--- src/common/cbt_pkg.sv ---
// package of register map, field layouts and timing constants for the can bit timing unit
package cbt_pkg;
  // apb register byte addresses
  localparam logic [7:0] ADDR_PRESCALE = 8'h00;
  localparam logic [7:0] ADDR_SEGMENTS = 8'h04;
  localparam logic [7:0] ADDR_CONTROL = 8'h08;
  localparam logic [7:0] ADDR_STATUS = 8'h0C;
  localparam logic [7:0] ADDR_EDGE_COUNT = 8'h10;
  // field widths
  localparam int PRESCALE_W = 10;
  localparam int SEG1_W = 5;
  localparam int SEG2_W = 4;
  localparam int SJW_W = 3;
  // segment register field positions
  localparam int SEG1_LSB = 0;
  localparam int SEG2_LSB = 8;
  localparam int SJW_LSB = 16;
  // control bit positions
  localparam int CTRL_CONFIG_BIT = 0;
  localparam int CTRL_TX_REQ_BIT = 1;
  // status bit positions
  localparam int STAT_IDLE_BIT = 0;
  localparam int STAT_SAMPLE_BIT = 1;
  localparam int STAT_TX_BIT = 2;
  localparam int STAT_CONFIG_BIT = 3;
  // reset values: 8 tq bit at 75 percent, divide by one
  localparam logic [PRESCALE_W-1:0] PRESCALE_RESET = 10'h000;
  localparam logic [SEG1_W-1:0] SEG1_RESET = 5'h05;
  localparam logic [SEG2_W-1:0] SEG2_RESET = 4'h2;
  localparam logic [SJW_W-1:0] SJW_RESET = 3'h1;
  // supported bit time range in quanta
  localparam int BIT_TQ_MIN = 8;
  localparam int BIT_TQ_MAX = 24;
  // recessive bits that make up intermission plus idle detect
  localparam int IDLE_BITS = 11;
  localparam int IDLE_CNT_W = 4;
  // bit segment states
  typedef enum logic [1:0] {CBT_SYNC, CBT_SEG1, CBT_SEG2} cbt_seg_type;
endpackage

--- src/design/cbt_bit_timing.sv ---
// can bit timing unit top: apb registers, bit segment sequencer, sampling, idle
// Summary of operation
// - each bit is a sync segment, then phase segment one, then phase segment two.
// - a recessive to dominant edge during interframe space hard-syncs the bit.
// - the sample point follows the programmed phase segment lengths.
// - the bus level is latched at the end of phase segment one.
// - one quantum lasts the prescaler division value in module clocks.
// - phase segment one is lengthened on a late edge to absorb phase error.
// - phase segment two is shortened on an early edge to absorb phase error.
// - a late correction never exceeds the programmed jump width; an early edge ends phase segment two at once.
// - bit times from 8 to 24 quanta are accepted; the reset values put the sample point at 75 percent.
// - interframe space covers intermission, suspend and idle as one recessive run.
// - a transmit start is allowed only while the bus is idle.
// - the prescaler divides by the field value plus one, field 0 to 1023.
// - bit rate is the module clock over prescale value plus one, times quanta per bit.
`timescale 1ns/1ns
module cbt_bit_timing #(
  parameter int PRESCALE_W = cbt_pkg::PRESCALE_W,
  parameter int IDLE_BITS = cbt_pkg::IDLE_BITS
) (
  input wire logic clk_i,
  input wire logic reset_n_i,
  input wire logic psel_i,
  input wire logic penable_i,
  input wire logic pwrite_i,
  input wire logic [7:0] paddr_i,
  input wire logic [31:0] pwdata_i,
  output logic [31:0] prdata_o,
  output logic pready_o,
  output logic pslverr_o,
  input wire logic can_rx_i,
  output logic sample_strobe_o,
  output logic sample_bit_o,
  output logic bit_start_o,
  output logic bus_idle_o,
  output logic tx_start_o
);
  logic [PRESCALE_W-1:0] prescale;
  logic [cbt_pkg::SEG1_W-1:0] seg1_len;
  logic [cbt_pkg::SEG2_W-1:0] seg2_len;
  logic [cbt_pkg::SJW_W-1:0] sjw_len;
  logic config_mode;
  logic tx_req;
  logic [15:0] edge_count;
  logic tq_tick;
  logic rx_prev;
  logic sampled;
  cbt_pkg::cbt_seg_type seg_state;
  logic [5:0] seg_cnt;
  logic [5:0] seg1_target;
  logic [5:0] seg2_target;
  localparam int IDLE_CNT_W_L = cbt_pkg::IDLE_CNT_W;
  logic [IDLE_CNT_W_L-1:0] idle_cnt;
  logic [3:0] idle_bitq;
  logic fall_edge;
  logic hard_sync;
  logic resync;
  logic [5:0] phase_late;
  logic [5:0] phase_early;
  logic [5:0] jump;
  logic [5:0] corr_late;
  logic [5:0] corr_early;
  logic bit_end;
  logic apb_write;
  logic apb_read;
  logic [5:0] bit_total;
  logic cfg_ok;

  assign apb_write = psel_i && penable_i && pwrite_i;
  assign apb_read = psel_i && penable_i && !pwrite_i;
  assign bit_total = 6'(1) + 6'(seg1_len) + 6'(seg2_len);
  assign cfg_ok = (bit_total >= 6'(cbt_pkg::BIT_TQ_MIN))
    && (bit_total <= 6'(cbt_pkg::BIT_TQ_MAX));

  // register writes, timing fields only while in configuration
  always_ff @(posedge clk_i or negedge reset_n_i)
  begin
    if (!reset_n_i)
    begin
      prescale <= cbt_pkg::PRESCALE_RESET;
      seg1_len <= cbt_pkg::SEG1_RESET;
      seg2_len <= cbt_pkg::SEG2_RESET;
      sjw_len <= cbt_pkg::SJW_RESET;
      config_mode <= 1'b1;
    end
    else if (apb_write)
    begin
      if (paddr_i == cbt_pkg::ADDR_PRESCALE && config_mode)
        prescale <= pwdata_i[PRESCALE_W-1:0];
      if (paddr_i == cbt_pkg::ADDR_SEGMENTS && config_mode)
      begin
        seg1_len <= pwdata_i[cbt_pkg::SEG1_LSB +: cbt_pkg::SEG1_W];
        seg2_len <= pwdata_i[cbt_pkg::SEG2_LSB +: cbt_pkg::SEG2_W];
        sjw_len <= pwdata_i[cbt_pkg::SJW_LSB +: cbt_pkg::SJW_W];
      end
      if (paddr_i == cbt_pkg::ADDR_CONTROL)
        config_mode <= pwdata_i[cbt_pkg::CTRL_CONFIG_BIT];
    end
  end

  // apb answers: zero wait, error on unmapped address
  always_ff @(posedge clk_i or negedge reset_n_i)
  begin
    if (!reset_n_i)
    begin
      prdata_o <= 32'h00000000;
      pready_o <= 1'b0;
      pslverr_o <= 1'b0;
    end
    else
    begin
      pready_o <= psel_i && !penable_i;
      pslverr_o <= psel_i && !penable_i && !(paddr_i == cbt_pkg::ADDR_PRESCALE
        || paddr_i == cbt_pkg::ADDR_SEGMENTS || paddr_i == cbt_pkg::ADDR_CONTROL
        || paddr_i == cbt_pkg::ADDR_STATUS || paddr_i == cbt_pkg::ADDR_EDGE_COUNT);
      prdata_o <= 32'h00000000;
      if (psel_i && !penable_i && !pwrite_i)
      begin
        unique case (paddr_i)
          cbt_pkg::ADDR_PRESCALE: prdata_o <= 32'(prescale);
          cbt_pkg::ADDR_SEGMENTS: prdata_o <= (32'(seg1_len) << cbt_pkg::SEG1_LSB)
            | (32'(seg2_len) << cbt_pkg::SEG2_LSB) | (32'(sjw_len) << cbt_pkg::SJW_LSB);
          cbt_pkg::ADDR_CONTROL: prdata_o <= 32'(config_mode) | (32'(tx_req) << 1);
          cbt_pkg::ADDR_STATUS: prdata_o <= (32'(bus_idle_o) << cbt_pkg::STAT_IDLE_BIT)
            | (32'(sampled) << cbt_pkg::STAT_SAMPLE_BIT)
            | (32'(tx_start_o) << cbt_pkg::STAT_TX_BIT)
            | (32'(config_mode) << cbt_pkg::STAT_CONFIG_BIT);
          cbt_pkg::ADDR_EDGE_COUNT: prdata_o <= 32'(edge_count);
          default: prdata_o <= 32'h00000000;
        endcase
      end
    end
  end

  cbt_quantum_gen #(
    .WIDTH(PRESCALE_W)
  ) u_quantum (
    .clk_i(clk_i),
    .reset_n_i(reset_n_i),
    .restart_i(config_mode),
    .divide_i(prescale),
    .tick_o(tq_tick)
  );

  // bus edge detection, edges seen on quantum ticks
  assign fall_edge = tq_tick && rx_prev && !can_rx_i;
  // hard sync only during interframe idle
  assign hard_sync = fall_edge && bus_idle_o;
  assign resync = fall_edge && !bus_idle_o && (seg_state != cbt_pkg::CBT_SYNC);
  assign jump = 6'(sjw_len);
  // phase error: late edge in seg1 counts quanta since sync, early edge in seg2
  assign phase_late = seg_cnt;
  assign phase_early = seg2_target - seg_cnt;
  // correction is min of error and jump
  assign corr_late = (phase_late < jump) ? phase_late : jump;
  assign corr_early = (phase_early < jump) ? phase_early : jump;
  assign bit_end = tq_tick && (seg_state == cbt_pkg::CBT_SEG2)
    && (seg_cnt + 6'd1 >= seg2_target);

  always_ff @(posedge clk_i or negedge reset_n_i)
  begin
    if (!reset_n_i)
      rx_prev <= 1'b1;
    else if (tq_tick)
      rx_prev <= can_rx_i;
  end

  always_ff @(posedge clk_i or negedge reset_n_i)
  begin
    if (!reset_n_i)
    begin
      seg_state <= cbt_pkg::CBT_SYNC;
      seg_cnt <= 6'd0;
      seg1_target <= 6'd0;
      seg2_target <= 6'd0;
    end
    else if (config_mode || !cfg_ok)
    begin
      seg_state <= cbt_pkg::CBT_SYNC;
      seg_cnt <= 6'd0;
    end
    else if (hard_sync)
    begin
      // edge marks sync segment just done, start seg1
      seg_state <= cbt_pkg::CBT_SEG1;
      seg_cnt <= 6'd0;
      seg1_target <= 6'(seg1_len);
      seg2_target <= 6'(seg2_len);
    end
    else if (tq_tick)
    begin
      unique case (seg_state)
        cbt_pkg::CBT_SYNC:
        begin
          seg_state <= cbt_pkg::CBT_SEG1;
          seg_cnt <= 6'd0;
          seg1_target <= 6'(seg1_len);
          seg2_target <= 6'(seg2_len);
        end
        cbt_pkg::CBT_SEG1:
        begin
          if (resync && seg1_target == 6'(seg1_len))
            seg1_target <= seg1_target + corr_late;
          // sample point set by seg lengths
          if (seg_cnt + 6'd1 >= seg1_target)
          begin
            seg_state <= cbt_pkg::CBT_SEG2;
            seg_cnt <= 6'd0;
          end
          else
            seg_cnt <= seg_cnt + 6'd1;
        end
        cbt_pkg::CBT_SEG2:
        begin
          if (resync)
          begin
            seg_state <= cbt_pkg::CBT_SEG1;
            seg_cnt <= 6'd0;
            seg1_target <= 6'(seg1_len);
            seg2_target <= 6'(seg2_len);
          end
          else if (bit_end)
          begin
            seg_state <= cbt_pkg::CBT_SYNC;
            seg_cnt <= 6'd0;
          end
          else
            seg_cnt <= seg_cnt + 6'd1;
        end
        default:
          seg_state <= cbt_pkg::CBT_SYNC;
      endcase
    end
  end

  // sample at seg1 to seg2 boundary
  always_ff @(posedge clk_i or negedge reset_n_i)
  begin
    if (!reset_n_i)
    begin
      sampled <= 1'b1;
      sample_strobe_o <= 1'b0;
      sample_bit_o <= 1'b1;
      bit_start_o <= 1'b0;
    end
    else
    begin
      sample_strobe_o <= 1'b0;
      bit_start_o <= 1'b0;
      if (!config_mode && cfg_ok && tq_tick && !hard_sync
        && seg_state == cbt_pkg::CBT_SEG1 && seg_cnt + 6'd1 >= seg1_target)
      begin
        sampled <= can_rx_i;
        sample_bit_o <= can_rx_i;
        sample_strobe_o <= 1'b1;
      end
      // one bit per prescale plus one times quanta
      if (!config_mode && cfg_ok && (hard_sync
        || (tq_tick && seg_state == cbt_pkg::CBT_SYNC)))
        bit_start_o <= 1'b1;
    end
  end

  always_ff @(posedge clk_i or negedge reset_n_i)
  begin
    if (!reset_n_i)
    begin
      idle_cnt <= '0;
      bus_idle_o <= 1'b0;
      edge_count <= 16'h0000;
    end
    else if (config_mode)
    begin
      idle_cnt <= '0;
      bus_idle_o <= 1'b0;
    end
    else
    begin
      if (sample_strobe_o)
      begin
        if (!sample_bit_o)
        begin
          idle_cnt <= '0;
          bus_idle_o <= 1'b0;
        end
        else if (32'(idle_cnt) + 1 >= IDLE_BITS)
          bus_idle_o <= 1'b1;
        else
          idle_cnt <= idle_cnt + 1'b1;
      end
      if (hard_sync)
        bus_idle_o <= 1'b0;
      if (fall_edge)
        edge_count <= edge_count + 16'h0001;
    end
  end

  always_ff @(posedge clk_i or negedge reset_n_i)
  begin
    if (!reset_n_i)
    begin
      tx_req <= 1'b0;
      tx_start_o <= 1'b0;
    end
    else
    begin
      tx_start_o <= 1'b0;
      if (tx_req && bus_idle_o && bit_start_o)
      begin
        tx_start_o <= 1'b1;
        tx_req <= 1'b0;
      end
      else if (apb_write && paddr_i == cbt_pkg::ADDR_CONTROL)
        tx_req <= pwdata_i[cbt_pkg::CTRL_TX_REQ_BIT] && !pwdata_i[cbt_pkg::CTRL_CONFIG_BIT];
    end
  end
endmodule

--- src/design/cbt_quantum_gen.sv ---
// quantum tick generator dividing the module clock by prescaler value plus one
`timescale 1ns/1ns
module cbt_quantum_gen #(
  parameter int WIDTH = 10
) (
  input wire logic clk_i,
  input wire logic reset_n_i,
  input wire logic restart_i,
  input wire logic [WIDTH-1:0] divide_i,
  output logic tick_o
);
  logic [WIDTH-1:0] count;

  // down count from programmed value, tick on wrap
  always_ff @(posedge clk_i or negedge reset_n_i)
  begin
    if (!reset_n_i)
    begin
      count <= '0;
      tick_o <= 1'b0;
    end
    else if (restart_i)
    begin
      count <= divide_i;
      tick_o <= 1'b0;
    end
    else if (count == '0)
    begin
      count <= divide_i;
      tick_o <= 1'b1;
    end
    else
    begin
      count <= count - 1'b1;
      tick_o <= 1'b0;
    end
  end
endmodule

--- config.mk ---
export PLATFORM = sky130hd
export DESIGN_NAME = cbt_bit_timing
export DESIGN_NICKNAME = d
export VERILOG_FILES = /design/src/common/cbt_pkg.sv /design/src/design/cbt_bit_timing.sv /design/src/design/cbt_quantum_gen.sv
export SDC_FILE = /design/constraint.sdc
export NUM_CORES = 1
export LEC_CHECK = 0
export CORE_MARGIN = 4
export CORE_UTILIZATION = 55
export CTS_BUF_LIST = sky130_fd_sc_hd__clkbuf_8
export DETAILED_ROUTE_END_ITERATION = 12
export DONT_BUFFER_PORTS = 1
export HOLD_SLACK_MARGIN = 0.05
export PLACE_DENSITY = 0.79
export SYNTH_ARGS = -nofsm -noshare
export SYNTH_HDL_FRONTEND = slang
export SYNTH_SLANG_ARGS = --single-unit
export TNS_END_PERCENT = 20
--- constraint.sdc ---
create_clock -name clk_i -period 3.9 [get_ports clk_i]
set_clock_uncertainty 0.2 [all_clocks]
set_input_delay 0.195 -clock clk_i [delete_from_list [all_inputs] [get_ports clk_i]]
set_output_delay 0.195 -clock clk_i [all_outputs]
set_load 0.03 [all_outputs]
==> impl_results.md <==
- WS Path Type: reg2reg
- Most common cell after layout, fill and taps aside: dfrtp_1
- CTS tree: done
- Slew Limit Headroom: 0.168
- Antenna violations before repair: 0
- Mapped Area: 0.00544 mm2
- Routability congestion estimate: 0.867
- Cell Pwr Density: 356 mW/mm2
- Layout cells sized above 1: 0.122
- Maximum VDD drop: 0.230 mV
- Worst Tran Pin Value: 1.25 ns
- Crit path launch type: register
- Crit path DAT: ~3.6 ns
- Avg Inst Size Synth: slightly above 10 um2
- CP Capture Type: register
- DIE WIDTH: between 100 and 150 um
- Critical Path Max Stage Delay: 0.74 ns
- Reg2reg path depth: 9
- WHS Endpoint: prdata_o[16]$_DFF_PN0_
- Yosys warns: 0
- Layout net count: 631
- Setup Total Neg Slack: 0 ns
- HP Start: paddr_i[2]
- Critical path fanouts, max: 9
- Crit-path cells: and2_1, nand2_1, xnor2_1, ha_1, a2111oi_0, o22ai_1, o32ai_1, o211ai_1, a21oi_1
- PortBufs: 0
- Ys flop type: dfrtp_1
- Fin. Hold Viols: 0
- Initial core utilization: 0.562
- Final Cycle Share: 0.885
- Max-cap violation count: 0
- Row count: 36
- Dpl hpwl: 8670 um
- Slowest cell on crit path: o32ai_1
- Layout area overhead: 11.2%
- Vias per cell: between 5 and 6
- Total die area: 0.0115 mm2
- Worst min-delay path category: in2reg
- Buf+Inv Stages, Crit Path: 0
- Worst-path clk slew: 0.09 ns
- CP required: about 4 ns
- Clock Tree Buf Depth: 2
- Vias: 4074
- Cell family contributing the most delay on the critical path: compound AO/OA/AOI/OAI gates
- RSZ-0062 raised after global routing: no
- Vias in the first global route: 4042
- Final antenna-violating net count: 0
- Die Ht: 107 um
- Reg2reg setup slack: 0.45 ns
- EDFF count, synth: 0
- All-layer global routing usage: 0.223
- Worst-Skew Late Latency: about 0.38 ns
- Antenna cells: 0
- Final setup viols: 0
- Drt first pass iters: 6
- DRC Markers: 0
- Slew Viols, Final: 0
- Inserted Clock Buffers: 9
- DRT Wirelength: 12400 um
- Static leakage: 2.81 nW
- IO Pins: 85
- Reg2reg start: phase_late[0]$_DFFE_PN0P_
- Final min period: about 3.5 ns
- Finished Cell Area: 0.00605 mm2
- Detailed-route wire length per cell: 17.9 um
- Iteration-0 DRC Markers: about 380
- FF-to-FF End: phase_late[3]$_DFFE_PN0P_
- Most frequent cells in the layout: dfrtp_1 (93), nor2_1 (47), inv_1 (34), mux2_2 (34)
- Seq/Total Area, Yosys: 0.462
- H-Tree Depth: 3
- Synthesized instance count: around 520
- Area post-placement: ~0.0055 mm2
- Grt total ovfl: 0
- Setup Buffers After CTS: 0
- First-pass GRT wire length: around 20000 um
- Largest net degree at the start of global routing: 101
- Async SR Flop Fraction: 1.00
- Core area: approximately 0.0097 mm2
- Status: finished clean
- PostCTS Resize Cnt: 0
- Achievable frequency: 0.290 GHz
- Synth area leaders: dfrtp_1 (43%), mux2_2 (7.0%), ha_1 (6.9%)
- CTS root buf: clkbuf_8
- Hold Path Depth: 4
- Post-synthesis register bit count: 100
- Number of distinct library cells after synthesis: 54
- Area share of the largest cell type after synthesis: 0.428
- Synth area leader: dfrtp_1
- CTS sink count: 100
==> layer usage <==
metal,GRT usage,wire length (um)
met5,0,0
met4,0.0893,255
met2,0.368,6110
met3,0.0444,748
met1,0.290,5290
==> cells in the mapped netlist (all sizes together), types with 2 or more instances <==
library cell	number
o31ai	3
nand4	6
nor2b	2
xnor2	21
nor2	47
nand2b	6
nor3b	2
clkbuf	11
fa	2
o22ai	2
and3b	2
o221ai	4
a21o	6
nor4b	2
nor3	12
dfstp	7
o21ai	10
or3	6
xor2	16
nand2	31
dfrtp	93
a211oi	3
buf	18
and3	14
inv	34
ha	30
nor4	4
o21a	4
a22oi	8
o32ai	3
o211ai	2
and2	3
nand3b	2
a21oi	31
nand3	12
a222oi	7
mux2i	5
a31oi	2
nand4b	3
mux2	37
==> power by group <==
| group | internal, mW | switching, mW | leakage (nW) |
|---|---|---|---|
| Sequential | 1.11 | 0.0804 | 1.34 |
| Clock | 0.326 | 0.381 | 0.107 |
| Combinational | 0.121 | 0.132 | 1.36 |
==> through the flow <==
| step | worst slack, ns | std cells | total power, mW | hold slack [ns] | util |
|---|---|---|---|---|---|
| after global placement | 0.723 | 647 | 1.40 | -0.298 | 0.572 |
| after floorplan | 0.941 | 538 | 1.38 | -0.301 | - |
| after global routing | 0.254 | 691 | 2.26 | 0.0850 | 0.625 |
| after detailed placement | 0.544 | 647 | 1.42 | -0.298 | 0.572 |
| after CTS | 0.521 | 691 | 2.17 | 0.0583 | 0.625 |
| final | 0.449 | 691 | 2.16 | 0.0834 | 0.625 |
==> area by class of cell <==
cell class                 count  area (um2)
clock buffer                  10         138
clock inverter                 6        77.6
fill                         745        3640
inverter                      34         128
multi-input combinational    375        2690
sequential                   100        2510
tap                          133         166
timing repair buffer          33         335
==> sequential cells by signal, indices dropped and copies added (netlist names), 3 cells and up <==
name / count
sjw_len: 3
edge_count: 16
phase_late: 6
seg2_len: 4
seg2_target: 4
prescale: 10
u_quantum.count: 10
idle_cnt: 4
prdata_o: 19
seg1_target: 6
seg1_len: 5
==> worst max-delay path by stage <==
stage / start / to / slack [ns] / cells past startpoint
floorplan: seg1_len[0]$_DFFE_PN1P_ / seg1_target[0]$_DFFE_PN0P_ / 0.94 / 11
global route: phase_late[0]$_DFFE_PN0P_ / phase_late[3]$_DFFE_PN0P_ / 0.25 / 9
finish: phase_late[0]$_DFFE_PN0P_ / phase_late[3]$_DFFE_PN0P_ / 0.45 / 9
global placement: phase_late[0]$_DFFE_PN0P_ / phase_late[2]$_DFFE_PN0P_ / 0.72 / 9
detailed placement: phase_late[0]$_DFFE_PN0P_ / phase_late[3]$_DFFE_PN0P_ / 0.54 / 9
CTS: phase_late[0]$_DFFE_PN0P_ / phase_late[3]$_DFFE_PN0P_ / 0.52 / 9
==> kinds of logic after synthesis <==
| group | after synthesis | share of synthesized area |
|---|---|---|
| other cells | 1 | 0.000689 |
| buf+inv | 63 | 0.0531 |
| compound gates | 94 | 0.117 |
| flops | 100 | 0.462 |
| mux | 42 | 0.0879 |
| simple gates | 155 | 0.144 |
| fa+ha+maj | 32 | 0.0764 |
| xor+xnor | 37 | 0.0596 |
==> repair_timing <==
item,CTS,global route
setup endpoints to repair,0,0
hold buffers,28,0
hold endpoints to repair,140,0
==> worst min-delay path, stage by stage <==
cell     delay [ns]
nand2_1        0.04
nor2_1         0.03
buf_4          0.18
and3_1         0.17
(Power assumes the default switching activity.)
